--- config.mk ---
export PLATFORM = sky130hd
export DESIGN_NAME = scsr_regs
export DESIGN_NICKNAME = d
export VERILOG_FILES = /design/src/logic/scsr_pkg.sv /design/src/logic/scsr_regs.sv
export SDC_FILE = /design/constraint.sdc
export NUM_CORES = 1
export LEC_CHECK = 0
export ABC_CLOCK_PERIOD_IN_PS = 4430
export BUFFER_PORTS_ARGS = -buffer_cell sky130_fd_sc_hd__buf_2
export CAP_MARGIN = 20
export CORE_MARGIN = 4
export CORE_UTILIZATION = 52
export CTS_BUF_LIST = sky130_fd_sc_hd__clkbuf_4 sky130_fd_sc_hd__clkbuf_8 sky130_fd_sc_hd__clkbuf_16
export CTS_CLUSTER_DIAMETER = 200
export DETAILED_ROUTE_END_ITERATION = 10
export PLACE_DENSITY = 0.86
export SETUP_SLACK_MARGIN = 0.15
export SYNTH_ARGS = -nofsm -noshare
export SYNTH_HDL_FRONTEND = slang
export SYNTH_SLANG_ARGS = --single-unit
export TNS_END_PERCENT = 10
--- constraint.sdc ---
create_clock -name core_clk_i -period 4.43 [get_ports core_clk_i]
set_input_delay 0.2215 -clock core_clk_i [delete_from_list [all_inputs] [get_ports core_clk_i]]
set_output_delay 0.2215 -clock core_clk_i [all_outputs]
set_load 0.02 [all_outputs]
--- src/logic/scsr_pkg.sv ---
/*
  Constants, field layouts and carrier types of the socket command and
  event status register block.
  Assumes an 8-bit local host bus and four socket channels driven by a
  protocol engine on the same clock.
*/
// Overview of operation
// Host never touches reserved locations nor writes read-only registers.
// Channel-0 command bit 0 loads gateway, mask, hardware and IP address.
// The system initialisation command also closes sockets on all channels.
// Device clears each command bit itself once the operation is done.
// Bit 1 opens the socket in the mode the channel option protocol selects.
// Bit 2 makes the socket a client connecting to the remote server.
// Bit 3 puts the socket in server mode awaiting a connection.
// Bit 4 ends any connection and then closes the socket.
// Bit 5 starts sending pending data; bit 6 performs the receive.
// Channel-0 bit 7 is a software reset of internal settings.
// Channel-1 bit 7 held one selects memory test mode; host clears it.
// Channel-1 command: bit 0 reserved, bits 1 to 6 socket commands.
// Channel 2 and 3 commands at 0x02, 0x03; bits 0 and 7 reserved.
// A channel status register clears to zero when the host reads it.
// Channel-0 status bit 0 flags system initialisation done.
// Status bit 2 flags a connection established by connect or listen.
// Status bit 4 flags timeout in connection set-up or send.
// Status bits 1, 3, 5, 6 flag open, close, send, receive done.
// Channel-0 status sits at 0x04 with bit 7 reserved.
// Channel 1 to 3 status at 0x05 to 0x07, bits 0 and 7 reserved.
// Summary register at 0x08 flags channels with pending status.
// Host writes address configuration before system initialisation.
// Reserved command and status bits read zero and ignore writes.
`default_nettype none

package scsr_pkg;

  localparam int NCH    = 4;
  localparam int DATA_W = 8;
  localparam int ADDR_W = 8;

  // Register offsets
  localparam logic [7:0] OFS_CMD_BASE  = 8'h00;
  localparam logic [7:0] OFS_STAT_BASE = 8'h04;
  localparam logic [7:0] OFS_SUMMARY   = 8'h08;

  // Command bit positions
  localparam int BIT_SYS_INIT  = 0;
  localparam int BIT_SOCK_OPEN = 1;
  localparam int BIT_CONNECT   = 2;
  localparam int BIT_LISTEN    = 3;
  localparam int BIT_CLOSE     = 4;
  localparam int BIT_SEND      = 5;
  localparam int BIT_RECV      = 6;
  localparam int BIT_TOP       = 7;

  // Implemented bits per channel
  localparam logic [7:0] CMD_MASK_CH0  = 8'h7f;
  localparam logic [7:0] CMD_MASK_CH1  = 8'h7e;
  localparam logic [7:0] CMD_MASK_CHN  = 8'h7e;
  localparam logic [7:0] STAT_MASK_CH0 = 8'h7f;
  localparam logic [7:0] STAT_MASK_CHN = 8'h7e;
  localparam logic [7:0] RESET_BYTE    = 8'h00;

  // Engine events; bit order matches the status register layout
  typedef struct packed {
    logic recv_ok;
    logic send_ok;
    logic timeout;
    logic closed;
    logic established;
    logic socket_open_done;
    logic init_ok;
  } scsr_evt_t;

  // Host bus strobes, all active low
  typedef struct packed {
    logic cs_n;
    logic rd_n;
    logic wr_n;
  } scsr_strb_t;

  typedef enum logic [2:0] {
    ST_IDLE  = 3'b001,
    ST_WRITE = 3'b010,
    ST_READ  = 3'b100
  } scsr_bus_st_t;

endpackage : scsr_pkg

`default_nettype wire

--- src/logic/scsr_regs.sv ---
/*
  Socket command and event status registers: four self-clearing command
  registers, four clear-on-read status registers and a channel summary.
  Assumes the host bus pins are asynchronous to core_clk_i, hold address
  and data stable throughout each strobe and for two clocks after it, and that strobes last at least
  three clocks; the protocol engine shares the clock.
*/
`timescale 1ns/1ps
`default_nettype none

module scsr_regs #(
  parameter int NCH    = scsr_pkg::NCH,
  parameter int ADDR_W = scsr_pkg::ADDR_W
) (
  // Clock and reset
  input  wire  logic                       core_clk_i,
  input  wire  logic                       rst_i,
  // Host local bus
  input  wire  logic                       bus_cs_n_i,
  input  wire  logic                       bus_rd_n_i,
  input  wire  logic                       bus_wr_n_i,
  input  wire  logic [ADDR_W-1:0]          bus_addr_i,
  input  wire  logic [7:0]                 bus_data_i,
  output logic       [7:0]                 bus_data_o,
  output logic                             bus_data_oe_n_o,
  // Protocol engine
  output logic       [NCH-1:0][7:0]        cmd_o,
  input  wire  logic [NCH-1:0][7:0]        cmd_done_i,
  input  wire  scsr_pkg::scsr_evt_t [NCH-1:0] evt_i,
  input  wire  logic [NCH-1:0]             rx_data_i,
  output logic                             mem_test_o,
  output logic                             soft_reset_o
);

  localparam int IDX_W = (NCH > 1) ? $clog2(NCH) : 1;

  scsr_pkg::scsr_strb_t    strb_s1_q;
  scsr_pkg::scsr_strb_t    strb_s2_q;
  logic [ADDR_W-1:0]       addr_s1_q;
  logic [ADDR_W-1:0]       addr_s2_q;
  logic [7:0]              data_s1_q;
  logic [7:0]              data_s2_q;
  scsr_pkg::scsr_bus_st_t  st_q;
  scsr_pkg::scsr_bus_st_t  st_d;
  logic [NCH-1:0][7:0]     cmd_q;
  logic [NCH-1:0][7:0]     stat_q;
  logic [NCH-1:0]          rx_q;
  logic [7:0]              rdata;
  logic                    wr_done;
  logic                    rd_done;
  logic                    sel_cmd;
  logic                    sel_stat;
  logic                    sel_sum;
  logic [IDX_W-1:0]        idx;
  logic                    sys_init_wr;
  logic                    sw_rst_wr;

  // Pins pass two flip-flops before any decode looks at them
  always_ff @(posedge core_clk_i or posedge rst_i) begin
    if (rst_i) begin
      strb_s1_q <= '1;
      strb_s2_q <= '1;
      addr_s1_q <= '0;
      addr_s2_q <= '0;
      data_s1_q <= scsr_pkg::RESET_BYTE;
      data_s2_q <= scsr_pkg::RESET_BYTE;
    end else begin
      strb_s1_q <= '{cs_n: bus_cs_n_i, rd_n: bus_rd_n_i, wr_n: bus_wr_n_i};
      strb_s2_q <= strb_s1_q;
      addr_s1_q <= bus_addr_i;
      addr_s2_q <= addr_s1_q;
      data_s1_q <= bus_data_i;
      data_s2_q <= data_s1_q;
    end
  end

  // Address decode
  always_comb begin
    sel_cmd  = 1'b0;
    sel_stat = 1'b0;
    sel_sum  = 1'b0;
    if (addr_s2_q < ADDR_W'(scsr_pkg::OFS_STAT_BASE)) begin
      sel_cmd = 1'b1;
    end else if (addr_s2_q < ADDR_W'(scsr_pkg::OFS_SUMMARY)) begin
      sel_stat = 1'b1;
    end else if (addr_s2_q == ADDR_W'(scsr_pkg::OFS_SUMMARY)) begin
      sel_sum = 1'b1;
    end
  end

  assign idx = addr_s2_q[IDX_W-1:0];

  // Bus sequencer: act on the trailing edge of each strobe
  always_comb begin
    st_d = st_q;
    case (st_q)
      scsr_pkg::ST_IDLE: begin
        if (!strb_s2_q.cs_n && !strb_s2_q.wr_n) begin
          st_d = scsr_pkg::ST_WRITE;
        end else if (!strb_s2_q.cs_n && !strb_s2_q.rd_n) begin
          st_d = scsr_pkg::ST_READ;
        end
      end
      scsr_pkg::ST_WRITE: begin
        if (strb_s2_q.wr_n) begin
          st_d = scsr_pkg::ST_IDLE;
        end
      end
      scsr_pkg::ST_READ: begin
        if (strb_s2_q.rd_n || strb_s2_q.cs_n) begin
          st_d = scsr_pkg::ST_IDLE;
        end
      end
      default: st_d = scsr_pkg::ST_IDLE;
    endcase
  end

  always_ff @(posedge core_clk_i or posedge rst_i) begin
    if (rst_i) begin
      st_q <= scsr_pkg::ST_IDLE;
    end else begin
      st_q <= st_d;
    end
  end

  assign wr_done = (st_q == scsr_pkg::ST_WRITE) && strb_s2_q.wr_n;
  assign rd_done = (st_q == scsr_pkg::ST_READ) && (st_d == scsr_pkg::ST_IDLE);
  assign sys_init_wr = wr_done && sel_cmd && (idx == '0)
                       && data_s2_q[scsr_pkg::BIT_SYS_INIT];
  assign sw_rst_wr = wr_done && sel_cmd && (idx == '0)
                     && data_s2_q[scsr_pkg::BIT_TOP];

  // Read data: reserved bits and unmapped offsets read zero
  always_comb begin
    rdata = scsr_pkg::RESET_BYTE;
    if (sel_cmd) begin
      rdata = cmd_q[idx];
    end else if (sel_stat) begin
      rdata = stat_q[idx];
    end else if (sel_sum) begin
      for (int c = 0; c < NCH; c++) begin
        rdata[c]       = |stat_q[c];
        rdata[c + NCH] = rx_q[c];
      end
    end
  end

  // Data pins are driven while the synchronised read strobe is held, three clocks behind the pins
  always_ff @(posedge core_clk_i or posedge rst_i) begin
    if (rst_i) begin
      bus_data_o      <= scsr_pkg::RESET_BYTE;
      bus_data_oe_n_o <= 1'b1;
    end else if (st_d == scsr_pkg::ST_READ) begin
      bus_data_o      <= rdata;
      bus_data_oe_n_o <= 1'b0;
    end else begin
      bus_data_oe_n_o <= 1'b1;
    end
  end

  // Software reset pulse to the rest of the device
  always_ff @(posedge core_clk_i or posedge rst_i) begin
    if (rst_i) begin
      soft_reset_o <= 1'b0;
    end else begin
      soft_reset_o <= sw_rst_wr;
    end
  end

  genvar ch;
  generate
    for (ch = 0; ch < NCH; ch++) begin : g_chan
      localparam logic [7:0] CMASK = (ch == 0) ? scsr_pkg::CMD_MASK_CH0 :
        (ch == 1) ? scsr_pkg::CMD_MASK_CH1 : scsr_pkg::CMD_MASK_CHN;
      localparam logic [7:0] SMASK = (ch == 0) ? scsr_pkg::STAT_MASK_CH0 :
        scsr_pkg::STAT_MASK_CHN;
      logic [7:0] cmd_d;
      logic [7:0] stat_d;
      logic       hit;

      assign hit = (idx == IDX_W'(ch));

      // Command bits 0 to 6 stay set until the engine reports completion
      always_comb begin
        cmd_d = cmd_q[ch] & ~(cmd_done_i[ch] & CMASK);
        if (wr_done && sel_cmd && hit) begin
          cmd_d = cmd_d | (data_s2_q & CMASK);
        end
        if (sys_init_wr) begin
          cmd_d[scsr_pkg::BIT_CLOSE] = 1'b1;
        end
        if (ch == 1 && wr_done && sel_cmd && hit) begin
          cmd_d[scsr_pkg::BIT_TOP] = data_s2_q[scsr_pkg::BIT_TOP];
        end
      end

      // Read clears only the bits of the last byte driven on bus_data_o, so a later event survives
      always_comb begin
        stat_d = stat_q[ch];
        if (rd_done && sel_stat && hit) begin
          stat_d = stat_d & ~bus_data_o;
        end
        stat_d = stat_d | ({1'b0, evt_i[ch]} & SMASK);
      end

      always_ff @(posedge core_clk_i or posedge rst_i) begin
        if (rst_i) begin
          cmd_q[ch] <= scsr_pkg::RESET_BYTE;
        end else if (sw_rst_wr) begin
          cmd_q[ch] <= scsr_pkg::RESET_BYTE;
        end else begin
          cmd_q[ch] <= cmd_d;
        end
      end

      always_ff @(posedge core_clk_i or posedge rst_i) begin
        if (rst_i) begin
          stat_q[ch] <= scsr_pkg::RESET_BYTE;
        end else if (sw_rst_wr) begin
          stat_q[ch] <= scsr_pkg::RESET_BYTE;
        end else begin
          stat_q[ch] <= stat_d;
        end
      end

      // Data receipt flags clear by writing one; a new receipt wins
      always_ff @(posedge core_clk_i or posedge rst_i) begin
        if (rst_i) begin
          rx_q[ch] <= 1'b0;
        end else if (sw_rst_wr) begin
          rx_q[ch] <= 1'b0;
        end else if (rx_data_i[ch]) begin
          rx_q[ch] <= 1'b1;
        end else if (wr_done && sel_sum && data_s2_q[ch + NCH]) begin
          rx_q[ch] <= 1'b0;
        end
      end
    end
  endgenerate

  assign cmd_o      = cmd_q;
  assign mem_test_o = cmd_q[1][scsr_pkg::BIT_TOP];

endmodule : scsr_regs

`default_nettype wire

======== Word level (Yosys, flattened, before mapping) ========
Cells that the tools add are included.
cells by class
  order comparisons ....................... 3
  equality and inequality tests ........... 9
  multiplexer cells ....................... 52
  bitwise operators ....................... 21
  reductions and logical operators ........ 34
operators with widths
  operator            count
  $mux 8              21
  $and 8x8->8         8
  $or 8x7->8          8
  $bmux 8 s2          2
  $not 7->8           4
  $reduce_or 8->1     4
  $mux 1              24
  $logic_and 1x1->1   21
  $mux 3              4
  $reduce_bool 3->1   4
  $pmux 3 s3          1
  $eq 8x4->1 const B  1
  $lt 8x3->1 const B  1
  $lt 8x4->1 const B  1
  $not 8->8           1
  $eq 3x1->1 const B  2
  $eq 3x3->1 const B  2
  $eq 2x2->1 const B  2
  $eq 3x2->1 const B  1
  $logic_not 1->1     3
  $lt 2x3->1 const B  1
  $eq 2x1->1 const B  1
  $logic_not 2->1     1
  $logic_or 1x1->1    1
word-level totals
  flip-flop bits (word level) ............. 119
  input bits .............................. 85
  output and inout port bits .............. 43
  logic and storage cells ................. 145

======== Depth between registers and ports, before layout ========
Gate-level depths: netlist of run 1.
  depth after elaboration ................. 12
  mapped depth ............................ 7
  gate-level depth less buffers ........... 5

======== Least setup slack after synthesis of run 1 ========
OpenSTA, ideal clock, no wires.
  path type ............................... register to register
  start ................................... register addr_s2_q[4]
  end ..................................... register stat_q[10] in the netlist's numbering
  library setup time ...................... 0.119 ns
  arrival ................................. 2.109 ns
  required time ........................... 4.311 ns
  path slack .............................. 2.202 ns
  stages on the path, launching flop included .. 7
  buffers on the path ..................... 1
  period minus slack after synthesis ...... 2.228 ns
  cells stage by stage .................... dfrtp_1 or4_4 buf_6 or3b_4 nor4b_4 a21boi_1 o21a_1
on the way
  cells in the longest elaborated chain, start to end .. 8
  elaborated cells between the ends (all ways) .. 13
  those cells by class .................... 2 x order compare; 5 x mux; 1 x bitwise; 5 x reduce/logical
ends and longest elaborated chain
  what                            line              RTL
  start: declaration              scsr_regs.sv:40   logic [ADDR_W-1:0] addr_s2_q;
  start signal: assignment        scsr_regs.sv:71   addr_s2_q <= addr_s1_q;
  $lt 8x4->1                      scsr_regs.sv:84   end else if (addr_s2_q < ADDR_W'(scsr_pkg::OFS_SUMMARY)) begin
  $mux 1                          scsr_regs.sv:84
  $mux 1                          scsr_regs.sv:82   if (addr_s2_q < ADDR_W'(scsr_pkg::OFS_STAT_BASE)) begin
  $logic_and 1x1->1 (2 in a row)  scsr_regs.sv:200  if (rd_done && sel_stat && hit) begin
  $mux 8                          scsr_regs.sv:200
  $or 8x7->8                      scsr_regs.sv:203  stat_d = stat_d | ({1'b0, evt_i[ch]} & SMASK);
  $mux 8 (*)                      scsr_regs.sv:219  end else if (sw_rst_wr) begin
  end signal: indexed assignment  scsr_regs.sv:218  stat_q[ch] <= scsr_pkg::RESET_BYTE;
  end signal: indexed assignment  scsr_regs.sv:220  stat_q[ch] <= scsr_pkg::RESET_BYTE;
  end signal: indexed assignment  scsr_regs.sv:222  stat_q[ch] <= stat_d;
  end: declaration                scsr_regs.sv:46   logic [NCH-1:0][7:0] stat_q;
Every way passes the cells marked *; elsewhere a longest branch is shown, timed or not.
A chain may end at the register's enable or synchronous reset.

======== Worst setup path after layout of run 1 ========
  start ................................... register strb_s2_q[0] in the netlist's numbering
  end ..................................... register cmd_q (netlist bit cmd_o[17])
on the way
  cells in the longest elaborated chain, start to end .. 5
  elaborated cells between the ends (all ways) .. 7
  those cells by class .................... 2 x mux; 5 x reduce/logical
ends and longest elaborated chain
  what                                         line                                RTL
  start: declaration                           scsr_regs.sv:38                     scsr_pkg::scsr_strb_t strb_s2_q;
  start signal: assignment                     scsr_regs.sv:69                     strb_s2_q <= strb_s1_q;
  $logic_and 1x1->1 (*)                        scsr_regs.sv:126                    assign wr_done = (st_q == scsr_pkg::ST_WRITE) && strb_s2_q.wr_n;
  $logic_and 1x1->1 (*)                        scsr_regs.sv:130, scsr_regs.sv:186
  $logic_and 1x1->1 (on tied branches)         scsr_regs.sv:186, scsr_regs.sv:130
  $mux 8 or $logic_and 1x1->1 (tied branches)  scsr_regs.sv:186, scsr_regs.sv:131
  $mux 8 (*)                                   scsr_regs.sv:209                    end else if (sw_rst_wr) begin
  end signal: indexed assignment               scsr_regs.sv:208                    cmd_q[ch] <= scsr_pkg::RESET_BYTE;
  end signal: indexed assignment               scsr_regs.sv:210                    cmd_q[ch] <= scsr_pkg::RESET_BYTE;
  end signal: indexed assignment               scsr_regs.sv:212                    cmd_q[ch] <= cmd_d;
  end: declaration                             scsr_regs.sv:45                     logic [NCH-1:0][7:0] cmd_q;
Marked as above.

==> results of run 1 <==
## path summary, 6_finish.rpt
check | slack [ns] | depth (start not counted) | startpoint | endpoint
min in group asynchronous | 0.45 | 3 | rst_i | data_s1_q[0]$_DFF_PP0_
setup reg to reg | 1.84 | 6 | strb_s2_q[0]$_DFF_PP1_ | cmd_o[17]$_DFF_PP0_
hold / removal | 0.02 | 4 | cmd_done_i[27] | cmd_o[27]$_DFF_PP0_
max in group asynchronous | 2.92 | 4 | rst_i | stat_q[6]$_DFF_PP0_
hold reg to reg | 0.35 | 0 | data_s1_q[5]$_DFF_PP0_ | data_s2_q[5]$_DFF_PP0_
setup / recovery | 1.84 | 6 | strb_s2_q[0]$_DFF_PP1_ | cmd_o[17]$_DFF_PP0_
## timing repair
action / 4_1_cts / 5_1_grt
hold buffers: 58 / 0
endpoints found under the hold margin: 123 / 0
buffers inserted: 0 / 0
## through the flow
| stage | power, mW | instances | hold WS [ns] |
|---|---|---|---|
| finish | 2.75 | 700 | 0.0200 |
| global route | 2.86 | 700 | 0.0204 |
| CTS | 2.76 | 700 | 0.00170 |
| detailed placement | 1.33 | 610 | 0.328 |
| global placement | 1.33 | 610 | 0.327 |
| floorplan | 1.25 | 412 | 0.226 |
## report_power, final
group / leakage, nW / switching, mW / internal, mW / total, mW
combinational: 1.34 / 0.112 / 0.103 / 0.215
clock: 0.287 / 0.481 / 0.911 / 1.39
sequential: 1.31 / 0.0643 / 1.08 / 1.14
total: 2.93 / 0.657 / 2.09 / 2.75
## synth_stat cells (3+ instances only)
cell        n
dfrtp_1   105
nor2_1     39
a21oi_1    33
nor2b_1    28
a21boi_1   25
o21a_1     25
nand2_1    22
mux4_2     11
a31oi_1    10
clkbuf_1   10
nand2b_1    9
nor4_1      9
and3_1      8
dfstp_2     8
o21ai_0     8
buf_4       7
a211oi_1    6
buf_2       5
mux2i_1     4
a32oi_1     3
inv_1       3
nor4_4      3
## area by class of cell
type / instances / area, sq um
fillers: 570 / 2220
well taps: 108 / 135
clock buffers: 21 / 463
repair buffers: 173 / 1170
multi-input cells: 270 / 1850
flip-flops and latches: 113 / 2840
clock inverters: 11 / 154
inverters: 4 / 17.5
## registers in the layout (all words and copies together), names as in the netlist
signal	flops
cmd_o	26
addr_s2_q	8
data_s1_q	8
rx_q	4
soft_reset_o	1
stat_q	32
strb_s1_q	3
bus_data_oe_n_o	1
st_q	3
bus_data_o	8
data_s2_q	8
addr_s1_q	8
strb_s2_q	3
## critical path, stage by stage (launching register included)
cell and delay, ns:
dfstp_2 0.56, or4bb_1 0.49, nor4_4 0.40, nand3_1 0.15
buf_4 0.27, inv_2 0.44, nor2_1 0.13
## cells by family (layout without fill, tap and decap cells)
logic type | after synthesis | after routing | synth area share
and+or+nand+nor | 137 | 137 | 0.168
DFF | 113 | 113 | 0.589
AOI/OAI and AO/OA | 112 | 112 | 0.152
buffers and inverters | 29 | 209 | 0.0309
muxes | 15 | 15 | 0.0597
other | 1 | 6 | 0.000778
## per-layer routing
| metal | wire length (um) | up-vias | GRT usage |
|---|---|---|---|
| li1 | - | 1790 | - |
| met3 | 994 | 20 | 0.0708 |
| met1 | 5200 | 1974 | 0.330 |
| met2 | 6890 | 198 | 0.439 |
| met4 | 208 | 0 | 0.0826 |
| met5 | 0 | - | 0 |
==> flow_summary.json, run 1 <==
{
  "drtIter0Drc": 283,
  "gp_congestion": 0.880,
  "power.leakage_nw": 2.93,
  "ant_nets": 0,
  "pre_cts_ws_ns": 1.92,
  "postSynthCellCount": 407,
  "synth.area.top_cells": "dfrtp_1, mux4_2, dfstp_2",
  "critPathCaptureType": "flop",
  "tritoncts": "built",
  "final_common_cell": "buf_2",
  "ir_worst_vdd_uv": 320,
  "synth_warnings": 0,
  "dpl_cell_area_sq_mm": 0.00543,
  "initial_core_util": 0.544,
  "cts.clk_slew.worst_paths_ns": 0.06,
  "area_growth_pct": 37.6,
  "drt_first_pass_iters": 6,
  "fin_setup_tns_ns": 0,
  "cp.arrival_ns": 2.96,
  "setup_violations": 0,
  "drv_cap": 0,
  "path_class": "reg2reg",
  "dpl.hpwl_mm": 8.00,
  "hold_class": "in2reg",
  "fin_crit_sh": 0.585,
  "synthesis.area_sq_mm": 0.00482,
  "clkLatencyLatePin_ns": 0.52,
  "cts.sinks": 113,
  "die_h_um": 104,
  "grt_pass1_wl_mm": 22.4,
  "vias_per_cell": 5.69,
  "nNetsFinal": 664,
  "critPathMaxFanout": 34,
  "synth-seq-area-share": 0.589,
  "grt_overflow": 0,
  "fin_area_sq_mm": 0.00663,
  "num_io_pins": 128,
  "slew_violations": 0,
  "start_kind": "flop",
  "yosysTopAreaCellShare": 0.545,
  "grt_max_degree": 75,
  "utilization": 0.749,
  "h-tree-depth": 4,
  "async_flop_share": 1.00,
  "rsz0062_at_grt": "false",
  "cts-resized-gates": 0,
  "dr_total_vias": 3982,
  "coreArea_sq_mm": 0.00885,
  "max-slew-margin-rel": 0.281,
  "status": "completed",
  "min_period_ns": 2.59,
  "grt_pass1_vias": 4263,
  "synth_cell_types": 44,
  "power_density_mw_per_mm2": 415,
  "finClkSkew_ns": 0.0160,
  "wl_mm": 13.3,
  "rows": 34,
  "synth_area_per_cell_sq_um": 11.8,
  "die_area_sq_mm": 0.0109,
  "dieWidth_um": 104,
  "clockBufferDepth": 2,
  "layout_common_cells": "buf_2, dfrtp_1, dlygate4sd3_1",
  "synth_top_flop_cell": "dfrtp_1",
  "grt_antenna_before_repair": 0,
  "routedWlPerCell_um": 19.0,
  "synth_top_cell_by_area": "dfrtp_1",
  "io_buffers": 111,
  "cts_root_buf": "clkbuf_8",
  "synth-seq-cells": 113,
  "worst_pin_slew_ns": 1.08,
  "synth_edf_count": 0,
  "layout-drive-gt1-share": 0.301,
  "drc": 0,
  "grt_usage": 0.261,
  "antennaDiodeCount": 0,
  "final_hold_viol_count": 0,
  "clock.fmax_ghz": 0.386,
  "required_ns": 4.80,
  "worst_slack_ns": 1.84,
  "cts_buffers": 17
}
(Power assumes the default switching activity.)
==> inputs of run 2 (changes only) <==
Settings changed: ABC_CLOCK_PERIOD_IN_PS 4430 to 2300, CORE_UTILIZATION 52 to 47, PLACE_DENSITY 0.86 to 0.82.
Clock period 4.43 ns to 2.3 ns, I/O delays scaled along.
==> flow_summary.json, run 2 (synthesis gave the netlist of run 1 again) <==
{
  "ir_worst_vdd_uv": 490,
  "dieWidth_um": 109,
  "grtUsageMet3": 0.0634,
  "r2r-end": "stat_q[18]$_DFF_PP0_",
  "cts_buffers": 17,
  "fin_setup_tns_ns": 0,
  "cp.arrival_ns": 2.63,
  "slew_violations": 0,
  "drc": 0,
  "grt_pass1_vias": 4278,
  "met2_usage": 0.413,
  "hold_class": "in2async",
  "io_buffers": 111,
  "nNetsFinal": 701,
  "setup_violations": 0,
  "power.leakage_nw": 3.11,
  "busiest_layer": "met2",
  "max-slew-margin-rel": 0.617,
  "top_register": "stat_q",
  "drv_cap": 0,
  "cp_num_cells": 7,
  "tritoncts": "built",
  "die_h_um": 109,
  "cts_root_buf": "clkbuf_8",
  "dpl.hpwl_mm": 8.52,
  "grt_antenna_before_repair": 0,
  "path_class": "reg2reg",
  "gp_congestion": 0.880,
  "final_common_cell": "buf_2",
  "num_io_pins": 128,
  "critPathMaxFanout": 4,
  "instances_no_fill": 762,
  "p_total_mw": 5.26,
  "initial_core_util": 0.488,
  "required_ns": 2.71,
  "area_growth_pct": 45.2,
  "use_met1": 0.283,
  "clock.fmax_ghz": 0.451,
  "r2r_slack_ns": 0.08,
  "cts.clk_slew.worst_paths_ns": 0.06,
  "worst_pin_slew_ns": 0.574,
  "grt_overflow": 0,
  "r2r-start": "addr_s2_q[7]$_DFF_PP0_",
  "slowest_delay_ns": 0.54,
  "rsz0062_at_grt": "true",
  "dr_total_vias": 4091,
  "utilization": 0.709,
  "min_period_ns": 2.22,
  "coreArea_sq_mm": 0.00986,
  "slowest_stage": "or4_4",
  "final_hold_viol_count": 0,
  "start_kind": "flop",
  "crit_family": "simple AND/OR/NAND/NOR gates",
  "h-tree-depth": 4,
  "status": "completed",
  "vias_per_cell": 5.37,
  "cp_common_cell": "buf_4",
  "grt_usage": 0.240,
  "rows": 36,
  "crit_buf_inv": 2,
  "path_cells": "or4_4, or3b_4, buf_4, nor4_4, buf_4, a21boi_1, o21a_1",
  "drtIter0Drc": 271,
  "cts.sinks": 113,
  "wl_mm": 13.8,
  "worstRegToRegCells": 7,
  "clockBufferDepth": 2,
  "critPathCaptureType": "flop",
  "dp.cells": 654,
  "routedWlPerCell_um": 18.1,
  "die_area_sq_mm": 0.0119,
  "layout-drive-gt1-share": 0.324,
  "grt_pass1_wl_mm": 21.4,
  "finClkSkew_ns": 0.00893,
  "drt_first_pass_iters": 5,
  "fin_crit_sh": 0.965,
  "grt_max_degree": 64,
  "antennaDiodeCount": 0,
  "power_density_mw_per_mm2": 751,
  "clkLatencyLatePin_ns": 0.52,
  "ant_nets": 0,
  "largest_register_ffs": 32,
  "layout_common_cells": "buf_2, dfrtp_1, dlygate4sd3_1"
}
[run 2: worst max-delay path by stage]
stage | start | to | slack, ns
floorplan | addr_s2_q[4]$_DFF_PP0_ | stat_q[10]$_DFF_PP0_ | 0.07
global placement | addr_s2_q[4]$_DFF_PP0_ | stat_q[9]$_DFF_PP0_ | 0.13
detailed placement | addr_s2_q[4]$_DFF_PP0_ | stat_q[13]$_DFF_PP0_ | 0.07
CTS | addr_s2_q[7]$_DFF_PP0_ | stat_q[1]$_DFF_PP0_ | 0.07
global route | addr_s2_q[7]$_DFF_PP0_ | stat_q[20]$_DFF_PP0_ | 0.04
finish | addr_s2_q[7]$_DFF_PP0_ | stat_q[18]$_DFF_PP0_ | 0.08
[run 2: tightest hold or removal path, cell delays in order]
cell,delay [ns]
dlygate4sd3_1,0.53
buf_2,0.13
clkinvlp_4,0.16
[run 2: area by class of cell]
class	instances	area (sq um)
clock inverter	15	174
fill	638	2870
sequential	113	2840
clock buffer	17	414
tap	133	166
inverter	4	21.3
timing repair buffer	210	1520
multi-input combinational	270	1860
[run 2: what timing repair did]
action	CTS	global route
setup endpoints to repair	38	57
gates resized for setup	3	6
endpoints found under the hold margin	178	0
hold buffers	74	0
pin swaps	8	2
buffers inserted	0	2
[run 2: stage by stage]
| step | cell area [sq um] | setup WS [ns] | hold WS, ns |
|---|---|---|---|
| after floorplan | 4840 | 0.0718 | 0.119 |
| after global placement | 5630 | 0.133 | 0.0493 |
| after detailed placement | 5630 | 0.0679 | 0.0563 |
| after CTS | 6970 | 0.0680 | 0.0545 |
| after global routing | 6990 | 0.0353 | 0.0826 |
| final | 6990 | 0.0811 | 0.0599 |
[run 2: report_power, final]
part	leakage, nW	internal, mW	switching [mW]
Clock	0.276	1.57	1.02
Sequential	1.31	2.08	0.124
Combinational	1.52	0.226	0.234
[run 2: metal layers]
layer	vias to the layer above	routed length, um	part of all wire
met5	-	0	0
met4	0	359	0.026
met3	34	875	0.064
met2	187	7190	0.52
met1	2012	5330	0.39
li1	1858	-	-
==> inputs of run 3 (changes only) <==
Settings changed: ABC_AREA set to 1, CORE_UTILIZATION 47 to 49, PLACE_DENSITY 0.82 to 0.84.
==> flow_summary.json, run 3 <==
{
  "cts_buffers": 17,
  "multi_input_area_sq_mm": 0.00184,
  "nFillCells": 824,
  "finClkSkew_ns": 0.00807,
  "synth_warnings": 0,
  "area_growth_pct": 37.0,
  "vias_per_cell": 5.11,
  "final_hold_viol_count": 0,
  "grt_max_degree": 48,
  "cp.arrival_ns": 2.32,
  "slew_violations": 0,
  "dpl.hpwl_mm": 10.1,
  "fin_crit_sh": 0.831,
  "power_density_mw_per_mm2": 674,
  "layout-drive-gt1-share": 0.206,
  "antennaDiodeCount": 0,
  "synthesis.area_sq_mm": 0.00544,
  "die_area_sq_mm": 0.0129,
  "synth_cell_types": 24,
  "cts_root_buf": "clkbuf_8",
  "coreArea_sq_mm": 0.0108,
  "start_kind": "flop",
  "synth-seq-cells": 113,
  "drc": 0,
  "power.leakage_nw": 4.16,
  "slowest_stage": "dfstp_2",
  "setup_violations": 0,
  "max-slew-margin-rel": 0.487,
  "wl_mm": 15.9,
  "p_total_mw": 5.02,
  "critPathCaptureType": "flop",
  "required_ns": 2.70,
  "drv_cap": 0,
  "layout_common_cells": "nand2_1, inv_1, buf_2",
  "instances_no_fill": 1038,
  "nNetsFinal": 970,
  "synth-seq-area-share": 0.522,
  "path_cells": "nand4_1, nor2_4, nand3_2, buf_12, nand2_1, o21ai_0",
  "final_common_cell": "nand2_1",
  "slowest_delay_ns": 0.56,
  "grt_pass1_vias": 5462,
  "cts.clk_slew.worst_paths_ns": 0.06,
  "grt_usage": 0.261,
  "path_class": "reg2reg",
  "routedWlPerCell_um": 15.4,
  "postSynthCellCount": 690,
  "io_buffers": 111,
  "critPathMaxFanout": 47,
  "num_io_pins": 128,
  "ir_worst_vdd_uv": 611,
  "fin_setup_tns_ns": 0,
  "grt_antenna_before_repair": 0,
  "drt_first_pass_iters": 5,
  "min_period_ns": 1.91,
  "register_area_sq_mm": 0.00284,
  "async_flop_share": 1.00,
  "dr_total_vias": 5306,
  "hold_depth": 2,
  "synth_edf_count": 0,
  "rsz0062_at_grt": "false",
  "dieWidth_um": 113,
  "grt_pass1_wl_mm": 26.1,
  "initial_core_util": 0.502,
  "ant_nets": 0,
  "worst_pin_slew_ns": 0.768,
  "status": "completed",
  "cts_setup_buffers": 0,
  "h-tree-depth": 4,
  "gp_congestion": 0.928,
  "hold_class": "in2reg",
  "drtIter0Drc": 408,
  "dp.cells": 932,
  "synth_top_cell_by_area": "dfrtp_1",
  "largest_register_ffs": 32,
  "clockBufferDepth": 2,
  "rows": 38,
  "synth.area.top_cells": "dfrtp_1, nand2_1, inv_1",
  "clkLatencyLatePin_ns": 0.53,
  "worstRegToRegCells": 6,
  "synth_area_per_cell_sq_um": 7.88,
  "synthTopCellsByCount": "nand2_1, inv_1, dfrtp_1, nor2_1, nand3_1",
  "cts.sinks": 113,
  "yosysTopAreaCellShare": 0.483,
  "die_h_um": 113,
  "tritoncts": "built",
  "clock.fmax_ghz": 0.523,
  "top_register": "stat_q",
  "yosysMostFrequentCell": "nand2_1",
  "grt_overflow": 0,
  "synth_top_flop_cell": "dfrtp_1"
}
run 3: report_power, final:
| part | switching, mW | internal, mW |
|---|---|---|
| sequential | 0.0328 | 2.04 |
| combinational | 0.203 | 0.176 |
| clock | 1.00 | 1.56 |
| total | 1.24 | 3.78 |
run 3: cell type report:
type / instances / area share
Clock buffer: 18 / 0.0566
Tap cell: 140 / 0.0235
Multi-Input combinational cell: 399 / 0.246
Inverter: 155 / 0.0786
Timing Repair Buffer: 199 / 0.193
Clock inverter: 14 / 0.0210
Sequential cell: 113 / 0.381
run 3: metrics by stage:
step                      setup slack, ns   util  hold WS (ns)  area [sq um]
after floorplan                     0.820      -         0.119          5460
after global placement              0.460  0.566         0.221          6130
after detailed placement            0.421  0.566         0.223          6130
after CTS                           0.406  0.687         0.209          7450
after global routing                0.220  0.687         0.222          7450
final                               0.389  0.687         0.226          7450
run 3: critical path, delay by kind of cell, from the launching register on:
| kind | cells | cell delay [ns] |
|---|---|---|
| buffers and inverters | 1 | 0.29 |
| flip-flops | 1 | 0.56 |
| AND/OR/NAND/NOR | 4 | 0.85 |
| AO/OA/AOI/OAI | 1 | 0.08 |
run 3: worst paths after layout:
check / from / endpoint / slack (ns)
max: strb_s2_q[0]$_DFF_PP1_ / stat_q[16]$_DFFE_PP0P_ / 0.39
min: bus_data_i[3] / data_s1_q[3]$_DFF_PP0_ / 0.23
max reg2reg: strb_s2_q[0]$_DFF_PP1_ / stat_q[16]$_DFFE_PP0P_ / 0.39
min reg2reg: data_s1_q[1]$_DFF_PP0_ / data_s2_q[1]$_DFF_PP0_ / 0.35
max in group asynchronous: rst_i / strb_s1_q[0]$_DFF_PP1_ / 1.31
min in group asynchronous: rst_i / st_q[1]$_DFF_PP0_ / 0.29
run 3: timing repair:
item,CTS,global route
gates resized for setup,0,0
setup endpoints to repair,0,0
hold buffers,74,0
hold endpoints to repair,97,0
run 3: metal layers:
metal | track usage | wire, um
met5 | 0 | 0
met4 | 0.124 | 558
met3 | 0.0732 | 1280
met2 | 0.432 | 7890
met1 | 0.315 | 6220
run 3: logic make-up after synthesis:
logic type / share of synthesized area
simple gates: 0.273
buf+inv: 0.144
flops: 0.522
compound gates: 0.0605
other cells: 0.000689
